File: src/include/ocs_regs.svh
`ifndef OCS_REGS_SVH
`define OCS_REGS_SVH
// Register offsets
`define OCS_ADDR_OCP 6'h0E
`define OCS_ADDR_GAIN 6'h0F
`define OCS_ADDR_CAL 6'h10
// Reset values
`define OCS_RST_OCP 8'h00
`define OCS_RST_GAIN 8'h2A
`define OCS_RST_CAL 8'h7F
// Overcurrent protection control fields
`define OCS_BIT_TEMP_REP 6
`define OCS_BIT_CBC 5
`define OCS_BIT_DIS_C 4
`define OCS_BIT_DIS_B 3
`define OCS_BIT_DIS_A 2
// Gain control fields
`define OCS_BIT_LOW_SIDE_MEASURE_REFERENCE 7
`define OCS_BIT_AMP_SEL 6
// Calibration control fields
`define OCS_BIT_CAL_AUTO 7
`define OCS_BIT_VREF_HALF 6
// Lock patterns
`define OCS_LOCK_ON 3'h6
`define OCS_LOCK_OFF 3'h3
`endif

File: src/include/ocs_pkg.sv
package ocs_pkg;
    // Overcurrent response encodings
    typedef enum logic [1:0] {
        OCS_LATCH = 2'b00,
        OCS_RETRY = 2'b01,
        OCS_REPORT = 2'b10,
        OCS_IGNORE = 2'b11
    } ocs_mode_e;
    // Register write request
    typedef struct packed {
        logic en;
        logic [5:0] addr;
        logic [7:0] data;
    } ocs_wr_s;
    // Decoded per-phase settings
    typedef struct packed {
        logic [1:0] gain;
        logic [1:0] trip;
        logic trip_off;
    } ocs_phase_s;
endpackage : ocs_pkg

File: src/design/ocs_phase.sv
`timescale 1ns/100ps
// One phase of sense amplifier and trip settings, registered
module ocs_phase
    import ocs_pkg::*;
(
    input wire logic clock_i,
    input wire logic resetn_i,
    input wire logic [1:0] gain_i,
    input wire logic [1:0] trip_i,
    input wire logic trip_off_i,
    output ocs_phase_s phase_o
);
    ocs_phase_s phase_d;
    ocs_phase_s phase_q;

    // Pack the settings of this phase
    always_comb begin
        phase_d.gain = gain_i;
        phase_d.trip = trip_i;
        phase_d.trip_off = trip_off_i;
    end

    // Register so outputs come from flops
    always_ff @(posedge clock_i or negedge resetn_i) begin
        if (!resetn_i) begin
            phase_q <= '{gain: 2'h2, trip: 2'h3, trip_off: 1'b0};
        end else begin
            phase_q <= phase_d;
        end
    end

    assign phase_o = phase_q;
endmodule : ocs_phase

File: src/design/ocs_regbank.sv
`timescale 1ns/100ps
`include "ocs_regs.svh"
// What this block does
// - Warning routing drives temperature warning to the fault pin only, not the fault report
// - Cycle-by-cycle retry clears fault on PWM edge
// - Per-phase bits disable drain-source trips
// - Mode 00 latches fault until clear
// - Mode 01 retries and self-clears
// - Mode 10 reports only, gates untouched
// - Mode 11 neither reports nor acts
// - Low-side reference selects source or ground
// - Input select 0 uses sense-positive pin
// - Input select 1 uses drain, forces reference
// - Per-phase gain 5/10/20/40, default 20
// - Calibration bit selects auto or manual
// - Reference divide bit selects half reference
// - Lock pattern blocks writes; unlock restores
module ocs_regbank
    import ocs_pkg::*;
(
    input wire logic clock_i,
    input wire logic resetn_i,
    input ocs_wr_s wr_i,
    input wire logic [5:0] rd_addr_i,
    input wire logic lock_wr_i,
    input wire logic [2:0] lock_data_i,
    input wire logic fault_clear_i,
    input wire logic temp_warning_i,
    input wire logic [2:0] drain_source_overcurrent_i,
    input wire logic [2:0] shunt_overcurrent_i,
    input wire logic pwm_edge_i,
    input wire logic retry_done_i,
    output logic [7:0] rd_data_o,
    output logic locked_o,
    output logic fault_output_low_active_o,
    output logic fault_report_o,
    output logic gate_shutdown_o,
    output logic [1:0] overcurrent_response_select_o,
    output logic low_side_measure_reference_o,
    output logic amplifier_input_select_o,
    output logic cal_auto_o,
    output logic vref_half_o,
    output ocs_phase_s [2:0] phase_cfg_o
);
    logic [7:0] ocp_q, ocp_d;      // Overcurrent protection control
    logic [7:0] gain_q, gain_d;    // Sense amplifier gain control
    logic [7:0] cal_q, cal_d;      // Calibration and threshold control
    logic lock_q, lock_d;          // Write lock state
    logic fault_q, fault_d;        // Overcurrent fault state
    logic [7:0] rd_q, rd_d;        // Read-back data
    logic fault_output_low_active_q, fault_output_low_active_d;      // Fault pin, low active
    logic rep_q, rep_d;            // Fault reported flag
    logic shut_q, shut_d;          // Gate shutdown request
    logic [2:0] vds_hit;           // Qualified drain-source trips
    logic oc_event;                // Any qualified overcurrent
    ocs_mode_e mode;               // Current response mode

    // Register writes, lock handling
    always_comb begin
        ocp_d = ocp_q;
        gain_d = gain_q;
        cal_d = cal_q;
        lock_d = lock_q;
        // Lock writes pass even while locked, or it could never unlock
        // lock pattern decode
        if (lock_wr_i) begin
            if (!lock_q && lock_data_i == `OCS_LOCK_ON) begin
                lock_d = 1'b1;
            end else if (lock_q && lock_data_i == `OCS_LOCK_OFF) begin
                lock_d = 1'b0;
            end
        end
        if (wr_i.en && !lock_q) begin
            case (wr_i.addr)
                `OCS_ADDR_OCP: begin
                    ocp_d = wr_i.data;
                end
                `OCS_ADDR_GAIN: begin
                    gain_d = wr_i.data;
                    if (wr_i.data[`OCS_BIT_AMP_SEL]) begin
                        gain_d[`OCS_BIT_LOW_SIDE_MEASURE_REFERENCE] = 1'b1;
                    end
                end
                `OCS_ADDR_CAL: begin
                    cal_d = wr_i.data;
                end
                default: begin
                    // Unmapped addresses are dropped silently
                end
            endcase
        end
    end

    // Register bank flops, documented defaults out of reset
    always_ff @(posedge clock_i or negedge resetn_i) begin
        if (!resetn_i) begin
            ocp_q <= `OCS_RST_OCP;
            gain_q <= `OCS_RST_GAIN;
            cal_q <= `OCS_RST_CAL;
            lock_q <= 1'b0;
        end else begin
            ocp_q <= ocp_d;
            gain_q <= gain_d;
            cal_q <= cal_d;
            lock_q <= lock_d;
        end
    end

    // Fault handling per response mode
    always_comb begin
        mode = ocs_mode_e'(ocp_q[1:0]);
        vds_hit = drain_source_overcurrent_i & ~ocp_q[`OCS_BIT_DIS_C:`OCS_BIT_DIS_A];
        // Disables gate drain-source trips only; shunt trips still count
        oc_event = (|vds_hit) | (|shunt_overcurrent_i);
        // Event wins over a clear that lands in the same cycle
        fault_d = fault_q;
        case (mode)
            OCS_LATCH: begin
                if (oc_event) begin
                    fault_d = 1'b1;
                end else if (fault_clear_i) begin
                    fault_d = 1'b0;
                end
            end
            OCS_RETRY: begin
                if (oc_event) begin
                    fault_d = 1'b1;
                end else if (ocp_q[`OCS_BIT_CBC] && pwm_edge_i) begin
                    fault_d = 1'b0;
                end else if (retry_done_i || fault_clear_i) begin
                    fault_d = 1'b0;
                end
            end
            OCS_REPORT: begin
                if (oc_event) begin
                    fault_d = 1'b1;
                end else if (fault_clear_i) begin
                    fault_d = 1'b0;
                end
            end
            default: begin
                fault_d = 1'b0;
            end
        endcase
        // Report follows the fault state in every mode
        rep_d = fault_d;
        shut_d = fault_d && (mode == OCS_LATCH || mode == OCS_RETRY);
        fault_output_low_active_d = !(fault_d || (ocp_q[`OCS_BIT_TEMP_REP] && temp_warning_i));
    end

    // Fault flops; pin idles high so reset shows no fault
    always_ff @(posedge clock_i or negedge resetn_i) begin
        if (!resetn_i) begin
            fault_q <= 1'b0;
            rep_q <= 1'b0;
            shut_q <= 1'b0;
            fault_output_low_active_q <= 1'b1;
        end else begin
            fault_q <= fault_d;
            rep_q <= rep_d;
            shut_q <= shut_d;
            fault_output_low_active_q <= fault_output_low_active_d;
        end
    end

    // Read-back mux
    always_comb begin
        // Unmapped addresses read back as zero
        case (rd_addr_i)
            `OCS_ADDR_OCP: rd_d = ocp_q;
            `OCS_ADDR_GAIN: rd_d = gain_q;
            `OCS_ADDR_CAL: rd_d = cal_q;
            default: rd_d = 8'h00;
        endcase
    end

    // Read data flop; answer stands one cycle after the address
    always_ff @(posedge clock_i or negedge resetn_i) begin
        if (!resetn_i) begin
            rd_q <= 8'h00;
        end else begin
            rd_q <= rd_d;
        end
    end

    // Per-phase settings, one flop stage behind the bank
    // per-phase amplifier gains
    for (genvar p = 0; p < 3; p++) begin : g_phase
        ocs_phase u_phase (
            .clock_i(clock_i),
            .resetn_i(resetn_i),
            .gain_i(gain_q[2*p+1:2*p]),
            .trip_i(cal_q[2*p+1:2*p]),
            .trip_off_i(ocp_q[`OCS_BIT_DIS_A+p]),
            .phase_o(phase_cfg_o[p])
        );
    end

    // Outputs come straight from flops, no logic after them
    assign rd_data_o = rd_q;
    assign locked_o = lock_q;
    assign fault_output_low_active_o = fault_output_low_active_q;
    assign fault_report_o = rep_q;
    assign gate_shutdown_o = shut_q;
    assign overcurrent_response_select_o = ocp_q[1:0];
    assign low_side_measure_reference_o = gain_q[`OCS_BIT_LOW_SIDE_MEASURE_REFERENCE];
    assign amplifier_input_select_o = gain_q[`OCS_BIT_AMP_SEL];
    assign cal_auto_o = cal_q[`OCS_BIT_CAL_AUTO];
    assign vref_half_o = cal_q[`OCS_BIT_VREF_HALF];
endmodule : ocs_regbank

File: config.mk
export PLATFORM = sky130hd
export DESIGN_NAME = ocs_regbank
export DESIGN_NICKNAME = d
export VERILOG_FILES = /design/src/include/ocs_pkg.sv /design/src/design/ocs_phase.sv /design/src/design/ocs_regbank.sv
export VERILOG_INCLUDE_DIRS = /design/src /design/src/include
export SDC_FILE = /design/constraint.sdc
export NUM_CORES = 1
export LEC_CHECK = 0
export ABC_CLOCK_PERIOD_IN_PS = 1200
export CAP_MARGIN = 10
export CORE_UTILIZATION = 38
export DETAILED_ROUTE_END_ITERATION = 8
export DONT_BUFFER_PORTS = 1
export GPL_TIMING_DRIVEN = 0
export PLACE_DENSITY = 0.59
export SLEW_MARGIN = 20
export SYNTH_ARGS = -nofsm -noshare
export SYNTH_HDL_FRONTEND = slang
export SYNTH_SLANG_ARGS = --single-unit
export TNS_END_PERCENT = 1
File: constraint.sdc
create_clock -name clock_i -period 1.2 [get_ports clock_i]
set_input_delay 0.06 -clock clock_i [delete_from_list [all_inputs] [get_ports clock_i]]
set_output_delay 0.06 -clock clock_i [all_outputs]
set_load 0.01 [all_outputs]
==> results.yml <==
pwr:
  ir_worst_vdd_v: 0.000638
  power_uw: 3270
  p_leak_uw: 0.00107
  powerDensity_nw_per_um2: 1380
placed_design:
  dp_hpwl_um: 2810
  io_buffers: 0
  pre_cts_slack_ns: -0.343
  gp_congestion: 0.746
worst_setup_path:
  critPathMaxFanout: 8
  cp-end-kind: "flip-flop"
  reg2reg_from: "locked_o"
  cp-startpoint: "locked_o"
  cp-start-kind: "flip-flop"
  worstPathArrival_ns: 1.61
  worstSetupPathType: "reg2reg"
  critical_path_required_ns: 1.39
grt:
  antenna_found_initial: 0
  grt_max_degree: 52
  grt_util_all_layers_pct: 16.0
  grt_pass1_vias: 1187
  gr-total-overflow: 0
  grt_pass1_wl_um: 6210
sta:
  relSlewSlack_pct: 39.5
  holdWs_ns: -0.553
  hold_viol: 51
  fin_skew_ns: 0.00261
  tightestPinTransition_ns: 0.899
  min_period_over_period_pct: 118
  final_max_slew_viol_count: 0
  setup_slack_ns: -0.220
  rsz0062_at_grt: "yes"
  final.min_clock_period_ns: 1.42
  setup_viol: 24
  fmax_ghz: 0.704
cts:
  root_buffer: "clkbuf_8"
  clkTransAtPathRegs_ns: 0.09
  ctsHoldBuffers: 13
  clkLatencyLatePin_ns: 0.30
  clk_path_buf_depth: 2
  numCtsBuffers: 5
  htreeDepth: 2
  cts_tree: "yes"
  post-cts-setup-buffers: 0
  cts_sinks: 51
yosys:
  synth_area_um2: 2000
  synthFlopType: "dfrtp_1"
  syn_nets: 169
  netlist.area_leader.share_pct: 38.8
  async_reset_ff_share_pct: 100
  synth_edf_count: 0
  yosysUniqueCellTypes: 27
  synthTopCellsByArea: "dfrtp_1, dfstp_2, mux2_2"
  synth_warnings: 0
  ys_seq_elements: 51
  syn_inst: 132
  synth_top_cell_by_area: "dfrtp_1"
  synth_seq_area_share_pct: 65.2
  avgSynthCellArea_um2: 15.1
drt:
  route.detailed.drc: 0
  top_layer: "met4"
  wl_met1_um: 1650
  totalWireLength_um: 4180
  wl_per_cell_um: 18.7
  drt-initial-drc-count: 89
  wl_met3_um: 202
  num_vias: 1191
  drtAntennaViolNets: 0
  drt_first_pass_iters: 4
  viasPerCell: 5.34
  route.met2.wl_um: 2240
layout:
  fin_nets: 189
  drive_gt1_share_pct: 42.5
  diodes: 0
  final_util_pct: 46.7
  area_growth_pct: 18.8
floorplanning:
  rows: 26
  die_w_um: 74.5
  core-area_um2: 5070
  dieArea_um2: 5550
  die_h_um: 74.5
  initial_core_util_pct: 39.3
  num_io_pins: 70
run:
  drv_cap: 0
hold_path:
  hp-class: "in2async"
status:
  violations: "negative hold slack, negative setup slack"
  run_status: "finished, violations left"
-- per-stage QoR --
step	hold slack, ns	area, um2	setup TNS (ns)	std cells
floorplan	-0.236	2000	-1.13	132
global placement	-0.234	2080	-7.03	202
detailed placement	-0.234	2080	-8.10	202
CTS	-0.564	2370	-5.27	223
global route	-0.582	2370	-6.15	223
finish	-0.553	2370	-4.45	223
-- per-layer routing --
layer	global-route usage (%)	up-vias
li1	-	521
met1	18.9	618
met2	27.6	45
met3	4.20	7
met4	6.29	0
met5	0	-
-- worst max-delay path, stage by stage, from the launching register on --
cell and delay (ns):
dfrtp_2 0.47, nor3b_4 0.30, nand3_4 0.22, mux2_2 0.32
-- cells in the final DEF (no fill, tap or decap), types with 4 or more instances in the layout --
cell / instances
nor2b_1: 5
dfstp_2: 20
clkbuf_8: 6
and3_1: 8
nand2_1: 5
dlygate4sd3_1: 13
mux2_2: 23
a221o_1: 8
nor2_1: 4
dfrtp_1: 30
-- final cells by class --
class | instances | area [um2]
fillers | 479 | 2700
flip-flops and latches | 51 | 1300
multi-input cells | 77 | 712
repair buffers | 13 | 130
well taps | 70 | 87.6
clock buffers | 6 | 82.6
clock inverters | 2 | 35.0
plain buffers | 2 | 15.0
inverters | 2 | 7.51
-- path summary, 6_finish.rpt --
path,cells past startpoint,to,slack (ns)
worst max-delay path,3,cal_q[7],-0.22
worst min-delay path,0,rd_data_o[2],-0.55
worst max register to register,3,cal_q[7],-0.22
worst min register to register,0,g_phase[1].u_phase.phase_o[1],0.38
max in group asynchronous,0,g_phase[0].u_phase.phase_o[1],1.57
min in group clock_i,3,fault_report_o,0.03
-- where the power goes --
part           internal, uW  switching (uW)  leakage, uW
sequential             1820            74.5     0.000616
combinational          92.0            70.6     0.000396
clock                   675             538    0.0000612
-- state kept, by name (all words and copies together), names as in the netlist, 8 cells and up --
signal,count
g_phase.u_phase.phase_o,15
cal_q,8
gain_q,8
ocp_q,8
rd_data_o,8
-- synthesized netlist by cell type, types with 2 or more instances --
master,number
a221o_1,8
mux2_2,23
dfstp_2,20
inv_1,2
nor2b_1,5
nor2_1,4
nand2_1,5
and3_1,8
nand3_2,2
buf_4,2
nor4_2,3
a21oi_1,3
dfrtp_1,31
o21ai_0,3
-- kinds of logic after synthesis --
group / share of synthesized area (%)
multiplexers: 13.5
AND/OR/NAND/NOR: 13.5
AO/OA/AOI/OAI: 6.70
buffers and inverters: 1.13
flip-flops: 65.2
-- timing repair --
item,4_1_cts,5_1_grt
gates resized for setup,6,0
pin swaps,3,2
hold endpoints to repair,77,51
setup endpoints to repair,27,25
(Power assumes the default switching activity.)
